File: config.mk
export PLATFORM = sky130hd
export DESIGN_NAME = rsc_ctrl
export DESIGN_NICKNAME = d
export VERILOG_FILES = /design/src/rsc_pkg.sv /design/src/rsc_ctrl.sv
export SDC_FILE = /design/constraint.sdc
export NUM_CORES = 1
export LEC_CHECK = 0
export BUFFER_PORTS_ARGS = -buffer_cell sky130_fd_sc_hd__buf_2
export CAP_MARGIN = 30
export CORE_AREA = 4 4 175 109
export CTS_CLUSTER_DIAMETER = 150
export DETAILED_ROUTE_END_ITERATION = 12
export DIE_AREA = 0 0 179 113
export PLACE_DENSITY = 0.69
export SYNTH_ARGS = -nofsm -noshare
export SYNTH_HDL_FRONTEND = slang
export SYNTH_SLANG_ARGS = --single-unit
File: constraint.sdc
create_clock -name pclk -period 3.8 [get_ports pclk]
set_clock_uncertainty 0.15 [all_clocks]
set_input_delay 0 -clock pclk [delete_from_list [all_inputs] [get_ports pclk]]
set_output_delay 0 -clock pclk [all_outputs]
set_load 0.05 [all_outputs]
File: src/rsc_pkg.sv
package rsc_pkg;

    // ***************************************************
    // Timing
    // ***************************************************
    localparam int CLK_PERIOD_NS = 10;
    localparam int PIN_DELAY_NS = 100;
    localparam int PIN_DELAY_CYC = (PIN_DELAY_NS + CLK_PERIOD_NS - 1) / CLK_PERIOD_NS;
    localparam int OSC_MIN_LOG2 = 10;
    localparam int OSC_MAX_LOG2 = 17;
    localparam int OPT_WAIT_US = 544;
    localparam int OPT_WAIT_CYC = OPT_WAIT_US * 1000 / CLK_PERIOD_NS;

    // ***************************************************
    // Register map and fields
    // ***************************************************
    localparam logic [11:0] ADDR_CTRL = 12'h000;
    localparam logic [11:0] ADDR_FLAGS = 12'h004;
    localparam logic [11:0] ADDR_LV_CTRL = 12'h008;
    localparam logic [11:0] ADDR_LV_LEVEL = 12'h00c;
    localparam logic [11:0] ADDR_STATUS = 12'h010;
    localparam int CTRL_XTAL_BIT = 0;
    localparam int CTRL_OSC_LSB = 1;
    localparam int OSC_SEL_W = 3;
    localparam int FLAG_LV_BIT = 0;
    localparam int FLAG_WD_BIT = 1;
    localparam int LV_FLAG_BIT = 0;
    localparam int STAT_PC_LSB = 8;
    localparam logic [15:0] VEC_LO_ADDR = 16'h0000;
    localparam logic [15:0] VEC_HI_ADDR = 16'h0001;
    localparam logic [7:0] BYTE_CLR = 8'h00;
    localparam logic [7:0] BYTE_SET = 8'hff;
    localparam logic [7:0] STATUS_WORD_RST = 8'h02;
    localparam logic [7:0] CLK_CTRL_RST = 8'h02;
    localparam logic [15:0] WORD_CLR = 16'h0000;

    typedef enum logic [5:0] {
        ST_RESET = 6'b000001,
        ST_OPT = 6'b000010,
        ST_OSC = 6'b000100,
        ST_VEC_LO = 6'b001000,
        ST_VEC_HI = 6'b010000,
        ST_RUN = 6'b100000
    } rsc_state_e;

    typedef struct packed {
        logic [7:0] processor_status_word;
        logic [7:0] port_latch;
        logic [7:0] port_direction_reg;
        logic [7:0] port_mode_control_reg;
        logic [7:0] pullup_enable_reg;
        logic [7:0] cpu_clock_control_reg;
        logic [7:0] pre_clock_control_reg;
        logic [7:0] lowosc_control_reg;
        logic [15:0] timer16_counter;
        logic [15:0] timer16_capcomp0;
        logic [15:0] timer16_capcomp1;
        logic [31:0] timer16_ctl;
        logic [7:0] timer8_compare0;
        logic [7:0] timer8_compare1;
        logic [7:0] timer8_mode_reg;
        logic [7:0] converter_mode_reg;
        logic [7:0] converter_channel_reg;
        logic [7:0] irq_request_flags;
        logic [7:0] irq_mask_reg;
        logic [7:0] ext_irq_edge_reg;
        logic [7:0] flash_status_reg;
        logic [7:0] flash_command_reg;
        logic [15:0] flash_ptr_compare;
        logic [7:0] flash_write_buffer;
    } rsc_periph_s;

    localparam rsc_periph_s PERIPH_RESET = '{
        processor_status_word: STATUS_WORD_RST, port_latch: BYTE_CLR, port_direction_reg: BYTE_SET,
        port_mode_control_reg: BYTE_CLR, pullup_enable_reg: BYTE_CLR,
        cpu_clock_control_reg: CLK_CTRL_RST, pre_clock_control_reg: CLK_CTRL_RST,
        lowosc_control_reg: BYTE_CLR, timer16_counter: WORD_CLR,
        timer16_capcomp0: WORD_CLR, timer16_capcomp1: WORD_CLR,
        timer16_ctl: {4{BYTE_CLR}}, timer8_compare0: BYTE_CLR,
        timer8_compare1: BYTE_CLR, timer8_mode_reg: BYTE_CLR,
        converter_mode_reg: BYTE_CLR, converter_channel_reg: BYTE_CLR,
        irq_request_flags: BYTE_CLR, irq_mask_reg: BYTE_SET,
        ext_irq_edge_reg: BYTE_CLR, flash_status_reg: BYTE_CLR,
        flash_command_reg: BYTE_CLR, flash_ptr_compare: WORD_CLR,
        flash_write_buffer: BYTE_CLR};

endpackage

File: src/rsc_ctrl.sv
// Design decisions made here: the register addresses and the APB interface to the registers.
`timescale 1ns/10ps
// Summary of operation
// - Load PC from vectors at 0000H/0001H
// - Only PC undefined during reset and waits
// - RAM retained only when reset in standby
// - Status word becomes 02H, stack untouched
// - Port latches/mode/pullups 00H, directions FFH
// - Clock controls 02H, low oscillator 00H
// - 16-bit timer registers all cleared
// - 8-bit timer compares and mode cleared
// - Converter mode and channel cleared
// - Irq flags/edges cleared, mask set FFH
// - Flash status/command/compare/buffer cleared
// - Flags: pin/power-on clear, own source sets
// - Low-voltage registers kept on low-voltage reset
// - Pin reset follows pin after 100 ns
// - Crystal stops in reset, then stabilization wait
// - Option byte wait before execution starts
// - Port pins high impedance during reset
// - Watchdog reset also resets the watchdog
// - Reading flags, pin or power-on clears them
module rsc_ctrl #(
    parameter int OSC_BASE_LOG2 = rsc_pkg::OSC_MIN_LOG2,
    parameter int OPT_WAIT = rsc_pkg::OPT_WAIT_CYC
) (
    input wire logic pclk,
    input wire logic presetn,
    input wire logic psel,
    input wire logic penable,
    input wire logic pwrite,
    input wire logic [11:0] paddr,
    input wire logic [31:0] pwdata,
    output logic [31:0] prdata,
    output logic pready,
    output logic pslverr,
    input wire logic ext_reset_n,
    input wire logic power_on_detect,
    input wire logic lowvolt_detect,
    input wire logic wdog_overflow,
    input wire logic standby,
    output logic [15:0] vec_addr,
    input wire logic [7:0] vec_data,
    output logic [15:0] pc,
    output logic pc_valid,
    output logic internal_reset_n,
    output logic osc_run,
    output logic port_hiz,
    output logic wdog_timer_reset,
    output logic ram_retain,
    output logic periph_init,
    output rsc_pkg::rsc_periph_s periph_vals
);

    // ***************************************************
    // Input synchronisers
    // ***************************************************
    logic [2:0] sync1;
    logic [2:0] sync2;
    logic pin_sync;
    logic pwr_on_s;
    logic lowvolt_s;

    always_ff @(posedge pclk or negedge presetn) begin
        if (!presetn) begin
            sync1 <= 3'h7;
            sync2 <= 3'h7;
        end else begin
            sync1 <= {~ext_reset_n, power_on_detect, lowvolt_detect};
            sync2 <= sync1;
        end
    end

    assign pin_sync = sync2[2];
    assign pwr_on_s = sync2[1];
    assign lowvolt_s = sync2[0];

    // ***************************************************
    // Pin delay
    // ***************************************************
    // A glitch shorter than the delay never reaches the core.
    logic pin_dly;
    logic [3:0] dly_cnt;

    always_ff @(posedge pclk or negedge presetn) begin
        if (!presetn) begin
            pin_dly <= 1'b1;
            dly_cnt <= 4'h0;
        end else if (pin_sync == pin_dly) begin
            dly_cnt <= 4'h0;
        end else if (dly_cnt == 4'(rsc_pkg::PIN_DELAY_CYC - 1)) begin
            pin_dly <= pin_sync;
            dly_cnt <= 4'h0;
        end else begin
            dly_cnt <= dly_cnt + 4'h1;
        end
    end

    pin_delay_a: assert property (@(posedge pclk) disable iff (!presetn)
        $changed(pin_dly) |-> pin_dly == $past(pin_sync, 10))
        else $error("pin reset did not follow pin after delay");

    logic any_src;
    logic clr_src;
    assign any_src = pin_dly | pwr_on_s | lowvolt_s | wdog_overflow;
    assign clr_src = pin_dly | pwr_on_s;

    // ***************************************************
    // Bus slave
    // ***************************************************
    logic ack;
    logic addr_ok;
    logic wr_done;
    logic rd_done;
    logic xtal_sel;
    logic [2:0] osc_sel;
    logic [1:0] flags;
    logic [7:0] lv_ctrl;
    logic [7:0] lv_level;
    rsc_pkg::rsc_state_e state;

    assign addr_ok = paddr == rsc_pkg::ADDR_CTRL || paddr == rsc_pkg::ADDR_FLAGS
        || paddr == rsc_pkg::ADDR_LV_CTRL || paddr == rsc_pkg::ADDR_LV_LEVEL
        || paddr == rsc_pkg::ADDR_STATUS;
    assign wr_done = psel & penable & ack & pwrite & addr_ok;
    assign rd_done = psel & penable & ack & ~pwrite;
    assign pready = ack;
    assign pslverr = ack & ~addr_ok;

    // One wait state so read data comes from a flop.
    always_ff @(posedge pclk or negedge presetn) begin
        if (!presetn) begin
            ack <= 1'b0;
        end else begin
            ack <= psel & penable & ~ack;
        end
    end

    always_ff @(posedge pclk or negedge presetn) begin
        if (!presetn) begin
            prdata <= 32'h0000_0000;
        end else if (psel & penable & ~ack & ~pwrite) begin
            unique case (paddr)
                rsc_pkg::ADDR_CTRL: begin
                    prdata <= 32'({osc_sel, xtal_sel});
                end
                rsc_pkg::ADDR_FLAGS: begin
                    prdata <= 32'(flags);
                end
                rsc_pkg::ADDR_LV_CTRL: begin
                    prdata <= 32'({lv_ctrl[7:1], lowvolt_s});
                end
                rsc_pkg::ADDR_LV_LEVEL: begin
                    prdata <= 32'(lv_level);
                end
                rsc_pkg::ADDR_STATUS: begin
                    prdata <= 32'({pc, 2'b00, state});
                end
                default: begin
                    prdata <= 32'h0000_0000;
                end
            endcase
        end
    end

    // Oscillator select is not touched by internal reset.
    always_ff @(posedge pclk or negedge presetn) begin
        if (!presetn) begin
            xtal_sel <= 1'b0;
            osc_sel <= 3'h0;
        end else if (wr_done && paddr == rsc_pkg::ADDR_CTRL) begin
            xtal_sel <= pwdata[rsc_pkg::CTRL_XTAL_BIT];
            osc_sel <= pwdata[rsc_pkg::CTRL_OSC_LSB +: rsc_pkg::OSC_SEL_W];
        end
    end

    // ***************************************************
    // Reset source flags
    // ***************************************************
    logic [1:0] next_flags;

    always_comb begin
        next_flags = flags;
        if ((rd_done && paddr == rsc_pkg::ADDR_FLAGS) || clr_src) begin
            next_flags = 2'b00;
        end
        if (wdog_overflow && !clr_src) begin
            next_flags[rsc_pkg::FLAG_WD_BIT] = 1'b1;
        end
        if (lowvolt_s && !clr_src) begin
            next_flags[rsc_pkg::FLAG_LV_BIT] = 1'b1;
        end
    end

    always_ff @(posedge pclk or negedge presetn) begin
        if (!presetn) begin
            flags <= 2'b00;
        end else begin
            flags <= next_flags;
        end
    end

    flag_set_a: assert property (@(posedge pclk) disable iff (!presetn)
        wdog_overflow && !clr_src |=> flags[rsc_pkg::FLAG_WD_BIT])
        else $error("watchdog flag not set");

    flag_clear_a: assert property (@(posedge pclk) disable iff (!presetn)
        rd_done && paddr == rsc_pkg::ADDR_FLAGS && !wdog_overflow && !lowvolt_s
        |=> flags == 2'b00)
        else $error("flag read did not clear flags");

    // ***************************************************
    // Low-voltage detector registers
    // ***************************************************
    always_ff @(posedge pclk or negedge presetn) begin
        if (!presetn) begin
            lv_ctrl <= 8'h00;
            lv_level <= 8'h00;
        end else if (clr_src || wdog_overflow) begin
            lv_ctrl <= rsc_pkg::BYTE_CLR;
            lv_level <= rsc_pkg::BYTE_CLR;
        end else if (wr_done && paddr == rsc_pkg::ADDR_LV_CTRL) begin
            lv_ctrl <= {pwdata[7:1], 1'b0};
        end else if (wr_done && paddr == rsc_pkg::ADDR_LV_LEVEL) begin
            lv_level <= pwdata[7:0];
        end
    end

    lv_hold_a: assert property (@(posedge pclk) disable iff (!presetn)
        lowvolt_s && !clr_src && !wdog_overflow && !wr_done
        |=> $stable(lv_ctrl) && $stable(lv_level))
        else $error("low-voltage registers lost on own reset");

    // ***************************************************
    // Sequencer
    // ***************************************************
    logic [17:0] wait_cnt;
    logic wd_cause;

    function automatic logic [17:0] osc_limit(input logic [2:0] sel);
        osc_limit = 18'(1) << (OSC_BASE_LOG2 + int'(sel));
    endfunction

    always_ff @(posedge pclk or negedge presetn) begin
        if (!presetn) begin
            state <= rsc_pkg::ST_RESET;
            wait_cnt <= 18'h0_0000;
        end else if (any_src) begin
            state <= rsc_pkg::ST_RESET;
            wait_cnt <= 18'h0_0000;
        end else begin
            unique case (state)
                rsc_pkg::ST_RESET: begin
                    state <= rsc_pkg::ST_OPT;
                    wait_cnt <= 18'h0_0000;
                end
                rsc_pkg::ST_OPT: begin
                    if (wait_cnt == 18'(OPT_WAIT - 1)) begin
                        state <= xtal_sel ? rsc_pkg::ST_OSC : rsc_pkg::ST_VEC_LO;
                        wait_cnt <= 18'h0_0000;
                    end else begin
                        wait_cnt <= wait_cnt + 18'h0_0001;
                    end
                end
                rsc_pkg::ST_OSC: begin
                    if (wait_cnt == osc_limit(osc_sel) - 18'h0_0001) begin
                        state <= rsc_pkg::ST_VEC_LO;
                    end else begin
                        wait_cnt <= wait_cnt + 18'h0_0001;
                    end
                end
                rsc_pkg::ST_VEC_LO: begin
                    state <= rsc_pkg::ST_VEC_HI;
                end
                rsc_pkg::ST_VEC_HI: begin
                    state <= rsc_pkg::ST_RUN;
                end
                rsc_pkg::ST_RUN: begin
                    state <= rsc_pkg::ST_RUN;
                end
            endcase
        end
    end

    src_hold_a: assert property (@(posedge pclk) disable iff (!presetn)
        any_src |=> state == rsc_pkg::ST_RESET ##1 state != rsc_pkg::ST_RUN)
        else $error("reset released while source active");

    opt_wait_a: assert property (@(posedge pclk) disable iff (!presetn)
        state == rsc_pkg::ST_RESET && !any_src |=> state == rsc_pkg::ST_OPT
        && wait_cnt == 18'h0_0000)
        else $error("option byte wait not entered");

    // Vector fetch: memory answers vec_data combinationally, in the same cycle as vec_addr.
    always_ff @(posedge pclk or negedge presetn) begin
        if (!presetn) begin
            vec_addr <= 16'h0000;
            pc <= 16'h0000;
        end else if (state == rsc_pkg::ST_VEC_LO) begin
            vec_addr <= rsc_pkg::VEC_HI_ADDR;
            pc[7:0] <= vec_data;
        end else if (state == rsc_pkg::ST_VEC_HI) begin
            pc[15:8] <= vec_data;
        end else if (state != rsc_pkg::ST_RUN) begin
            vec_addr <= rsc_pkg::VEC_LO_ADDR;
        end
    end

    vec_load_a: assert property (@(posedge pclk) disable iff (!presetn)
        state == rsc_pkg::ST_VEC_LO && !any_src
        |=> vec_addr == rsc_pkg::VEC_HI_ADDR && pc[7:0] == $past(vec_data)
        ##1 pc[15:8] == $past(vec_data))
        else $error("program counter not loaded from vector");

    // ***************************************************
    // Reset outputs
    // ***************************************************
    // PC is only trustworthy once the sequence has finished.
    assign pc_valid = state == rsc_pkg::ST_RUN;
    assign internal_reset_n = state != rsc_pkg::ST_RESET;
    assign osc_run = !(xtal_sel && state == rsc_pkg::ST_RESET);
    assign port_hiz = state != rsc_pkg::ST_RUN;
    assign wdog_timer_reset = wd_cause & (state == rsc_pkg::ST_RESET);

    always_ff @(posedge pclk or negedge presetn) begin
        if (!presetn) begin
            wd_cause <= 1'b0;
            ram_retain <= 1'b0;
        end else if (any_src && state != rsc_pkg::ST_RESET) begin
            wd_cause <= wdog_overflow;
            ram_retain <= standby;
        end else if (any_src) begin
            wd_cause <= wd_cause | wdog_overflow;
        end
    end

    hiz_a: assert property (@(posedge pclk) disable iff (!presetn)
        state == rsc_pkg::ST_OSC |-> port_hiz && !pc_valid)
        else $error("ports driven during oscillator wait");

    wd_reset_a: assert property (@(posedge pclk) disable iff (!presetn)
        wdog_overflow |=> wdog_timer_reset)
        else $error("watchdog not reset by own overflow");

    // Peripheral values are applied only at the end of the
    // sequence so other units keep their state until then.
    always_ff @(posedge pclk or negedge presetn) begin
        if (!presetn) begin
            periph_init <= 1'b0;
        end else begin
            periph_init <= state == rsc_pkg::ST_VEC_HI && !any_src;
        end
    end

    always_ff @(posedge pclk or negedge presetn) begin
        if (!presetn) begin
            periph_vals <= rsc_pkg::PERIPH_RESET;
        end else if (state == rsc_pkg::ST_VEC_HI) begin
            periph_vals <= rsc_pkg::PERIPH_RESET;
        end
    end

    init_vals_a: assert property (@(posedge pclk) disable iff (!presetn)
        periph_init |-> periph_vals.processor_status_word == rsc_pkg::STATUS_WORD_RST
        && periph_vals.port_direction_reg == rsc_pkg::BYTE_SET
        && periph_vals.irq_mask_reg == rsc_pkg::BYTE_SET
        && periph_vals.cpu_clock_control_reg == rsc_pkg::CLK_CTRL_RST
        && periph_vals.timer16_counter == rsc_pkg::WORD_CLR
        && pc_valid)
        else $error("peripheral reset values wrong at init");

    osc_stop_a: assert property (@(posedge pclk) disable iff (!presetn)
        xtal_sel && state == rsc_pkg::ST_RESET |-> !osc_run)
        else $error("crystal running during reset");

endmodule

Yosys cells after proc, flatten, opt, wreduce, memory -nomap -nowiden
Cells that the tools add are included.
{"block": "totals", "register_bits": 125, "latchBits": 0, "mem_bits_rw": 0, "rom_bits": 0, "input_bits": 62, "out_inout_bits": 321, "word_cells": 123, "mem_count": 0}
{"block": "classes", "addsub": 4, "n_mul": 0, "n_div": 0, "magnitude_cmp": 0, "n_eq_ne": 21, "shift": 1, "n_mux": 25, "bitwise_logic": 19, "n_reduce_logical": 33}
{"cell": "$pmux 24 s5", "count": 1}
{"cell": "$mux 18", "count": 3}
{"cell": "$pmux 18 s3", "count": 1}
{"cell": "$mux 16", "count": 3}
{"cell": "$mux 8", "count": 5}
{"cell": "$pmux 6 s5", "count": 1}
{"cell": "$eq 12x4->1 const B", "count": 2}
{"cell": "$add 18x1->18 const B", "count": 1}
{"cell": "$eq 18x16->1 const B", "count": 1}
{"cell": "$eq 18x18->1", "count": 1}
{"cell": "$mux 6", "count": 3}
{"cell": "$shl 1x5->18 const A", "count": 1}
{"cell": "$sub 18x1->18 const B", "count": 1}
{"cell": "$eq 12x3->1 const B", "count": 1}
{"cell": "$eq 12x5->1 const B", "count": 1}
{"cell": "$logic_not 12->1", "count": 1}
{"cell": "$mux 4", "count": 3}
{"cell": "$reduce_and 2->1", "count": 6}
{"cell": "$reduce_bool 2->1", "count": 6}
{"cell": "$and 1x1->1", "count": 9}
{"cell": "$logic_and 1x1->1", "count": 9}
{"cell": "$ne 3x3->1 const B", "count": 3}
{"cell": "$eq 6x1->1 const B", "count": 1}
{"cell": "$eq 6x2->1 const B", "count": 1}
{"cell": "19 further kinds", "count": 38}

Depth between registers and ports, before layout
Gate-level depths: netlist of run 1.
{"block": "logic_depth", "depth_word": 10, "ltp_mapped": 12}

Worst setup path before layout of run 1
Ideal clock, no wire load.
{"block": "synth_timing", "path_type": "register to register", "start": "reg osc_sel[1]", "end": "reg state[2]", "arrival_time_ns": 2.727, "path_slack_ns": 0.801, "path_stages_with_launch": 10, "n_path_buf": 1, "synth_period_minus_slack_ns": 2.999, "path_cell_list": "dfrtp_1 > buf_4 > inv_1 > ha_1 > or3b_4 > or3_1 > a221o_1 > or4_4 > a22oi_1 > nor2b_1"}
{"block": "synth_via", "elab_chain_cells": 6}
{"element": "start: declaration", "line_no": "rsc_ctrl.sv:116", "source": "logic [2:0] osc_sel;"}
{"element": "start signal: assignment", "line_no": "rsc_ctrl.sv:173", "source": "osc_sel <= pwdata[rsc_pkg::CTRL_OSC_LSB +: rsc_pkg::OSC_SEL_W];"}
{"element": "$add 4x3->5", "line_no": "rsc_ctrl.sv:241", "source": "osc_limit = 18'(1) << (OSC_BASE_LOG2 + int'(sel));"}
{"element": "$shl 1x5->18", "line_no": "rsc_ctrl.sv:241"}
{"element": "$sub 18x1->18", "line_no": "rsc_ctrl.sv:266", "source": "if (wait_cnt == osc_limit(osc_sel) - 18'h0_0001) begin"}
{"element": "$eq 18x18->1", "line_no": "rsc_ctrl.sv:266"}
{"element": "$ne 3x3->1 (no source line)"}
{"element": "$reduce_and 2->1 (no source line)"}
{"element": "end signal: assignment", "line_no": "rsc_ctrl.sv:267", "source": "state <= rsc_pkg::ST_VEC_LO;"}
{"element": "end signal: assignment", "line_no": "rsc_ctrl.sv:273", "source": "state <= rsc_pkg::ST_VEC_HI;"}
{"element": "end signal: assignment", "line_no": "rsc_ctrl.sv:276", "source": "state <= rsc_pkg::ST_RUN;"}
{"element": "end: declaration", "line_no": "rsc_ctrl.sv:120", "source": "rsc_pkg::rsc_state_e state;"}
No other way between the ends.
A chain may end at the register's enable or synchronous reset.

Worst setup path in the final report of run 1
{"block": "layout_timing", "start": "reg osc_sel[1]", "end": "reg state[3]"}
Same word-level chain as after synthesis.

==> flow_metrics.tcl, run 1 <==
set metrics [dict create \
    outcome "finished clean" \
    numCtsBuffers 9 \
    antenna_found_initial 0 \
    hpwl_mm 11.9 \
    power.total_mw 2.88 \
    placed_cells 1064 \
    cts_setup_buffers 0 \
    grt_overflow 0 \
    fmax_mhz 302 \
    syn_to_final_growth_pct 4.29 \
    dr.pass1.iters 4 \
    regArea_mm2 0.00254 \
    grt_pass1_wl_mm 22.1 \
    syn_area_mm2 0.00689 \
    grt_setup_unrepaired "no" \
    htree_levels 3 \
    io_pins 383 \
    ys_types 55 \
    final_common_cell "conb_1" \
    drive_gt1_frac 0.176 \
    finalCritPeriodShare 0.870 \
    crit_family "simple AND/OR/NAND/NOR gates" \
    tritoncts "done" \
    cp.required_ns 3.94 \
    setup_viol 0 \
    ys_ff_latch 101 \
    yosysSeqAreaShare 0.368 \
    grt_pass1_vias 3977 \
    viasPerCell 4.22 \
    cp_slowest_stage_delay_ns 0.56 \
    critPathKind "flip-flop to flip-flop" \
    mostFrequentLayoutCells "conb_1, dfrtp_1, buf_2" \
    port_buffers 87 \
    yosys_warnings 0 \
    gp_congestion 0.830 \
    fin_util 0.407 \
    clockBufferDepth 2 \
    post_dp_cell_area_mm2 0.00659 \
    dieArea_mm2 0.0202 \
    syn_avg_cell_area_um2 9.17 \
    async_flop_share 1.00 \
    drc 0 \
    syn_inst 751 \
    clk-insertion-delay-late_ns 0.35 \
    slew_headroom 0.546 \
    ir_drop_mv 0.233 \
    min_path_type "primary input to asynchronous set/reset pin" \
    vias 4685 \
    grt_use_total 0.137 \
    synth-main-ff-cell "dfrtp_1" \
    synth_top_cells_by_area "dfrtp_1, buf_4, o21ai_0, mux2_2, nand2_1" \
    finalHoldViolCount 0 \
    crit_chain "inv_1 > ha_1 > or3b_4 > or3_1 > a221o_1 > or4_4 > o32ai_1 > and2_1" \
    post_cts_resize_count 0 \
    cts.sinks 101 \
    drt_iter0_drc 358 \
    slew_viol_final 0 \
    filler_cell_count 1762 \
    fin_nets 933 \
    core-area_mm2 0.0176 \
    leakage_nw 3.63 \
    crit_buf_inv 1 \
    setup_tns_ns 0 \
    cp_slowest_cell "dfrtp_1" \
    start_util 0.391 \
    wl_per_cell_um 13.5 \
    synth_edf_count 0 \
    die_height_um 113 \
    holdWs_ns 0.00753 \
    netlist.area_leader.share 0.338 \
    multiInputGateArea_mm2 0.00318 \
    design_area_mm2 0.00718 \
    clk_pin_slew_ns 0.08 \
    synth_top_cell_by_area "dfrtp_1" \
    cap_violations 0 \
    antenna_cells 0 \
    rows 38 \
    place_ws_ns 0.538 \
    crit_arrival_ns 3.45 \
    setup_ws_ns 0.492 \
    end_kind "flip-flop" \
    die_x_um 179 \
    powerDensity_mw_per_mm2 401 \
    tightest_slew_ns 0.675 \
    fin_cells 1109 \
    grt_max_degree 42 \
    ant_nets 0 \
    timing.critical_path.fanout_max 13 \
    fin_crit_ns 3.31 \
    wl_mm 15.0 \
    root_buffer "clkbuf_16" \
    cp-start-kind "flip-flop" \
]
## registers in the layout, summed over array words and instances (netlist names), 2 cells and up
signal / count
dly_cnt: 4
flags: 2
lv_ctrl: 7
lv_level: 8
osc_sel: 3
pc: 16
prdata: 24
state: 6
sync1: 3
sync2: 3
wait_cnt: 18
## path summary, 6_finish.rpt
kind                                        start                   end  slack, ns  depth (start not counted)
max                        osc_sel[1]$_DFFE_PN0P_  state[3]$_DFFE_PN0P_       0.49                          8
min                                       presetn    pc[10]$_DFFE_PN0P_      0.008                          2
max reg2reg                osc_sel[1]$_DFFE_PN0P_  state[3]$_DFFE_PN0P_       0.49                          8
min reg2reg                    sync1[0]$_DFF_PN1_    sync2[0]$_DFF_PN1_       0.21                          0
max in group asynchronous                 presetn   pin_dly$_DFFE_PN1P_       2.56                          3
min in group pclk                          pwrite  flags[0]$_DFFE_PN0P_       0.03                          5
## cell usage after synthesis, types with 7 or more instances
library cell and n:
buf_4 274, and3_1 11, clkbuf_1 12, a22o_1 15, dfrtp_1 93, ha_1 7, mux2_2 20, nand3_1 10
inv_1 13, nand2b_1 9, nor2_1 37, o31ai_1 15, nand2_1 58, nor2b_1 10, o21ai_0 50, dfstp_2 8
a21oi_1 15, nor3_1 13
## power breakdown
| group | total (mW) | switching, mW | internal (mW) |
|---|---|---|---|
| clock | 0.928 | 0.460 | 0.469 |
| combinational | 0.824 | 0.743 | 0.0815 |
| sequential | 1.13 | 0.0244 | 1.11 |
| total | 2.88 | 1.23 | 1.66 |
## layer usage
metal / up-vias / wire (um) / part of all wire / track usage
li1: 2232 / - / - / -
met5: - / 0 / 0 / 0
met4: 0 / 98 / 0.0065 / 0.0245
met3: 11 / 1200 / 0.080 / 0.0364
met2: 193 / 6870 / 0.46 / 0.202
met1: 2249 / 6850 / 0.46 / 0.204
## cell type report
| type | count | share of cell area |
|---|---|---|
| clock buffer | 9 | 0.0313 |
| tap | 240 | 0.0418 |
| clock inverter | 7 | 0.0111 |
| timing repair buffer | 124 | 0.113 |
| multi-input combinational | 615 | 0.443 |
| inverter | 13 | 0.00679 |
| sequential | 101 | 0.353 |
## what timing repair did
item,4_1_cts,5_1_grt
endpoints found under the hold margin,106,0
setup endpoints to repair,0,0
hold buffers,29,0
## logic make-up after synthesis
family / synth area share
multiplexers: 0.0465
adder cells (fa/ha/maj): 0.0127
flip-flops: 0.368
buffers and inverters: 0.317
AO/OA/AOI/OAI: 0.111
other: 0.00109
XOR/XNOR: 0.00890
AND/OR/NAND/NOR: 0.135
## worst reg2reg max path: cells and delay by family (launching register included)
family,cells,cell delay [ns]
DFF,1,0.56
and+or+nand+nor,4,1.48
adders and majority gates,1,0.41
buffers and inverters,1,0.13
AOI/OAI and AO/OA,2,0.51
Note: power is estimated with default switching activity, not from simulation.
==> inputs of run 2 (changes only) <==
--- a/config.mk
+++ b/config.mk
@@ -11,7 +11,7 @@
 export CTS_CLUSTER_DIAMETER = 150
 export DETAILED_ROUTE_END_ITERATION = 12
 export DIE_AREA = 0 0 179 113
-export PLACE_DENSITY = 0.69
+export PLACE_DENSITY = 0.83
 export SYNTH_ARGS = -nofsm -noshare
 export SYNTH_HDL_FRONTEND = slang
 export SYNTH_SLANG_ARGS = --single-unit
==> run 2 against run 1 <==
  * Power grew 2.1%
  * Setup slack worse by 0.024 ns
  * Clock power is 6.1% higher
  * First-iteration DRC count rose by 16%
==> flow_metrics.tcl, run 2 (synthesis gave the netlist of run 1 again) <==
set metrics [dict create \
    outcome "finished clean" \
    grt_max_degree 69 \
    largest_reg_flops 24 \
    clk-insertion-delay-late_ns 0.35 \
    antenna_cells 0 \
    mostFrequentLayoutCells "conb_1, dfrtp_1, buf_2" \
    viasPerCell 4.37 \
    dr.pass1.iters 5 \
    wl_per_cell_um 14.2 \
    port_buffers 87 \
    tritoncts "done" \
    finalCritPeriodShare 0.877 \
    numCtsBuffers 9 \
    setup_tns_ns 0 \
    wl_mm 15.8 \
    final_common_cell "conb_1" \
    critPathKind "flip-flop to flip-flop" \
    fin_nets 933 \
    power.total_mw 2.94 \
    finalHoldViolCount 0 \
    cp.required_ns 3.88 \
    cts.sinks 101 \
    setup_viol 0 \
    grt_overflow 0 \
    cap_violations 0 \
    slew_viol_final 0 \
    fin_util 0.407 \
    crit_arrival_ns 3.41 \
    ant_nets 0 \
    clockBufferDepth 2 \
    post_cts_resize_count 0 \
    root_buffer "clkbuf_16" \
    io_pins 383 \
    antenna_found_initial 1 \
    end_kind "flip-flop" \
    drt_iter0_drc 416 \
    drive_gt1_frac 0.173 \
    powerDensity_mw_per_mm2 410 \
    syn_to_final_growth_pct 4.30 \
    grt_pass1_vias 4188 \
    drc 0 \
    hpwl_mm 12.2 \
    dieArea_mm2 0.0202 \
    filler_cell_count 1756 \
    grt_pass1_wl_mm 23.4 \
    fin_crit_ns 3.33 \
    min_path_type "primary input to flip-flop" \
    timing.critical_path.fanout_max 13 \
    rows 38 \
    largest_register "prdata" \
    regArea_mm2 0.00254 \
    design_area_mm2 0.00719 \
    gp_congestion 0.854 \
    slew_headroom 0.421 \
    reg_top3 "prdata x24, wait_cnt x18, pc x16" \
    clk_pin_slew_ns 0.07 \
    die_height_um 113 \
    multiInputGateArea_mm2 0.00318 \
    fmax_mhz 300 \
    cp-start-kind "flip-flop" \
    grt_setup_unrepaired "no" \
    post_dp_cell_area_mm2 0.00655 \
    grt_use_total 0.145 \
    start_util 0.391 \
    tightest_slew_ns 0.868 \
    htree_levels 3 \
    leakage_nw 3.63 \
    holdWs_ns 0.0995 \
    die_x_um 179 \
    ir_drop_mv 0.220 \
    core-area_mm2 0.0176 \
    vias 4849 \
]
[run 2: critical path, stage by stage, from the launching register on]
cell,delay (ns)
dfrtp_1,0.59
inv_1,0.11
ha_1,0.42
nor4b_1,0.37
xor2_1,0.31
xnor2_1,0.14
a221o_1,0.29
or4_4,0.54
a22oi_1,0.21
nor2b_1,0.07
[run 2: final timing paths]
kind,slack [ns],cells after the start,from,endpoint
min in group asynchronous,0.16,2,presetn,prdata[13]$_DFFE_PN0P_
hold reg to reg,0.21,0,sync1[2]$_DFF_PN1_,sync2[2]$_DFF_PN1_
max in group asynchronous,2.32,3,presetn,pin_dly$_DFFE_PN1P_
setup reg to reg,0.47,9,osc_sel[1]$_DFFE_PN0P_,state[2]$_DFFE_PN0P_
setup / recovery,0.47,9,osc_sel[1]$_DFFE_PN0P_,state[2]$_DFFE_PN0P_
hold / removal,0.1,4,paddr[3],prdata[2]$_DFFE_PN0P_
[run 2: routing by layer]
metal / vias up / global-route usage / wire, um
li1: 2223 / - / -
met1: 2354 / 0.202 / 6420
met2: 251 / 0.224 / 7640
met3: 19 / 0.0481 / 1590
met4: 2 / 0.0255 / 104
met5: - / 0 / 7
[run 2: stage by stage]
step / worst slack, ns / cells
CTS: 0.503 / 1108
global placement: 0.647 / 1062
floorplan: 0.801 / 1020
detailed placement: 0.546 / 1062
finish: 0.468 / 1109
global route: 0.277 / 1109
[run 2: final cells by class]
| cell class | count | share of cell area |
|---|---|---|
| timing repair buffer | 124 | 0.111 |
| clock buffer | 11 | 0.0324 |
| clock inverter | 5 | 0.0117 |
| multi-input combinational | 615 | 0.443 |
| sequential | 101 | 0.353 |
| tap | 240 | 0.0418 |
| inverter | 13 | 0.00679 |
[run 2: power breakdown]
| part | switching, mW | internal, mW |
|---|---|---|
| logic | 0.747 | 0.0798 |
| clock network | 0.405 | 0.580 |
| registers | 0.0247 | 1.11 |
[run 2: timing repair]
action	4_1_cts	5_1_grt
setup buffers	0	0
hold buffers	30	0
endpoints found under the hold margin	111	0
endpoints found under the setup margin	0	0
==> inputs of run 3 (changes only) <==
--- a/config.mk
+++ b/config.mk
@@ -7,11 +7,13 @@
 export LEC_CHECK = 0
 export BUFFER_PORTS_ARGS = -buffer_cell sky130_fd_sc_hd__buf_2
 export CAP_MARGIN = 30
-export CORE_AREA = 4 4 175 109
+export CORE_AREA = 4 4 201 125
 export CTS_CLUSTER_DIAMETER = 150
 export DETAILED_ROUTE_END_ITERATION = 12
-export DIE_AREA = 0 0 179 113
-export PLACE_DENSITY = 0.83
+export DIE_AREA = 0 0 205 129
+export MAX_ROUTING_LAYER = met4
+export PLACE_DENSITY = 0.67
+export RECOVER_POWER = 50
 export SYNTH_ARGS = -nofsm -noshare
 export SYNTH_HDL_FRONTEND = slang
 export SYNTH_SLANG_ARGS = --single-unit
==> run 3 against run 2 <==
  * The run now ends with max-capacitance violations, max-slew violations left
  * Die area up 31%
  * Routed wire length up 1.5%
  * Non-clock buffer count up 1
  * Power down 0.11%
  * Sequential share of layout area down 0.25 points
  * Via count down 3.7%
  * Maximum frequency up 1.6%
  * Largest power group unchanged
==> flow_metrics.tcl, run 3 (synthesis gave the netlist of run 1 again) <==
set metrics [dict create \
    outcome "finished with violations" \
    violations "max-capacitance violations, max-slew violations" \
    r2r_start "osc_sel[1]$_DFFE_PN0P_" \
    crit_arrival_ns 3.37 \
    rows 43 \
    critPathKind "flip-flop to flip-flop" \
    final_common_cell "conb_1" \
    numCtsBuffers 9 \
    power.total_mw 2.94 \
    internal-power_mw 1.76 \
    gp_congestion 0.854 \
    regArea_mm2 0.00254 \
    io_pins 383 \
    ant_nets 0 \
    drc 0 \
    crit_chain "inv_1 > ha_1 > or3b_4 > or3_1 > a221o_1 > or4_4 > a22oi_1 > nor2b_1" \
    fin_nets 934 \
    holdWs_ns 0.0529 \
    clk_pin_slew_ns 0.07 \
    port_buffers 87 \
    post_cts_resize_count 0 \
    reg_top3 "prdata x24, wait_cnt x18, pc x16" \
    core-area_mm2 0.0230 \
    setup_ws_ns 0.522 \
    dr.pass1.iters 5 \
    root_buffer "clkbuf_16" \
    die_height_um 129 \
    holdPathEnd "flags[1]$_DFFE_PN0P_" \
    rrSetupSlack_ns 0.52 \
    clk-insertion-delay-late_ns 0.35 \
    cap_violations 1 \
    cp-start-kind "flip-flop" \
    viasPerCell 3.94 \
    drt_iter0_drc 279 \
    reg2reg_to "state[2]$_DFFE_PN0P_" \
    htree_levels 3 \
    ctsHoldBuffers 29 \
    largest_register "prdata" \
    setup_viol 0 \
    cp_slowest_cell "dfrtp_1" \
    grt_use_total 0.111 \
    cts.sinks 101 \
    place_ws_ns 0.536 \
    tritoncts "done" \
    start_util 0.300 \
    slew_headroom -0.191 \
    clockBufferDepth 2 \
    grt_overflow 0 \
    fin_util 0.315 \
    tightest_slew_ns 1.79 \
    grt_setup_unrepaired "no" \
    finalHoldViolCount 0 \
    setup_tns_ns 0 \
    multiInputGateArea_mm2 0.00318 \
    cp.required_ns 3.89 \
    finalCritPeriodShare 0.863 \
    die_x_um 205 \
    hpwl_mm 12.7 \
    mostFrequentLayoutCells "conb_1, dfrtp_1, nand2_1" \
    ff2ff_path_depth 8 \
    fin_crit_ns 3.28 \
    vias 4670 \
    hold_depth 5 \
    fmax_mhz 305 \
    p_seq_frac 0.385 \
    p_comb_frac 0.280 \
    drive_gt1_frac 0.121 \
    cp_slowest_stage_delay_ns 0.56 \
    largest_reg_flops 24 \
    min_path_type "primary input to flip-flop" \
    hp-start "pwrite" \
    clkPwrFrac 0.335 \
    switching_power_mw 1.18 \
    end_kind "flip-flop" \
    wl_per_cell_um 13.5 \
    wl_mm 16.0 \
    grt_pass1_wl_mm 22.4 \
    syn_to_final_growth_pct 5.05 \
    timing.critical_path.fanout_max 13 \
    filler_cell_count 2447 \
    switching_share 0.402 \
    dieArea_mm2 0.0264 \
    leakage_nw 3.47 \
    slew_viol_final 73 \
    antenna_found_initial 1 \
    cts_setup_buffers 0 \
    grt_pass1_vias 3909 \
    grt_max_degree 78 \
    powerDensity_mw_per_mm2 406 \
    ir_drop_mv 0.179 \
]
[run 3: stage by stage]
step / instances / instance area [um2]
after floorplan: 1020 / 7900
after global placement: 1137 / 6650
after detailed placement: 1138 / 6680
after CTS: 1183 / 7280
after global routing: 1186 / 7240
final: 1186 / 7240
[run 3: area by class of cell]
type,instances,area share
multi-input cells,615,0.440
flip-flops and latches,101,0.351
repair buffers,125,0.104
well taps,315,0.0545
clock buffers,9,0.0311
clock inverters,7,0.0124
inverters,13,0.00674
diodes,1,0.000346
[run 3: power by group through the flow]
stage | registers (mW) | logic (mW) | clock network (mW)
5_1_grt | 1.14 | 0.861 | 1.07
6_report | 1.13 | 0.823 | 0.987
4_1_cts | 1.13 | 0.821 | 1.02
2_1_floorplan | 1.21 | 0.865 | 0
3_3_place_gp | 1.15 | 0.790 | 0
3_5_place_dp | 1.15 | 0.797 | 0
[run 3: worst max path at each step]
stage                           startpoint                  endpoint  slack, ns  cells past startpoint
floorplan           osc_sel[1]$_DFFE_PN0P_      state[2]$_DFFE_PN0P_       0.80                      9
global placement    osc_sel[1]$_DFFE_PN0P_      state[2]$_DFFE_PN0P_       0.61                      8
detailed placement  osc_sel[1]$_DFFE_PN0P_      state[2]$_DFFE_PN0P_       0.54                      8
CTS                 osc_sel[1]$_DFFE_PN0P_      state[2]$_DFFE_PN0P_       0.54                      8
global route        osc_sel[1]$_DFFE_PN0P_  wait_cnt[16]$_DFFE_PN0P_       0.32                      9
finish              osc_sel[1]$_DFFE_PN0P_      state[2]$_DFFE_PN0P_       0.52                      8
[run 3: metal layers]
metal / routed length (um) / share of wire / track usage
met5: 0 / 0 / -
met4: 235 / 0.015 / 0.0275
met1: 7240 / 0.45 / 0.161
met2: 7400 / 0.46 / 0.149
met3: 1110 / 0.070 / 0.0340
[run 3: worst max-delay path, delay by kind of cell (launching register included)]
family / cells / cell delay [ns]
simple gates: 4 / 1.37
buf+inv: 1 / 0.11
flops: 1 / 0.56
compound gates: 2 / 0.56
fa+ha+maj: 1 / 0.41
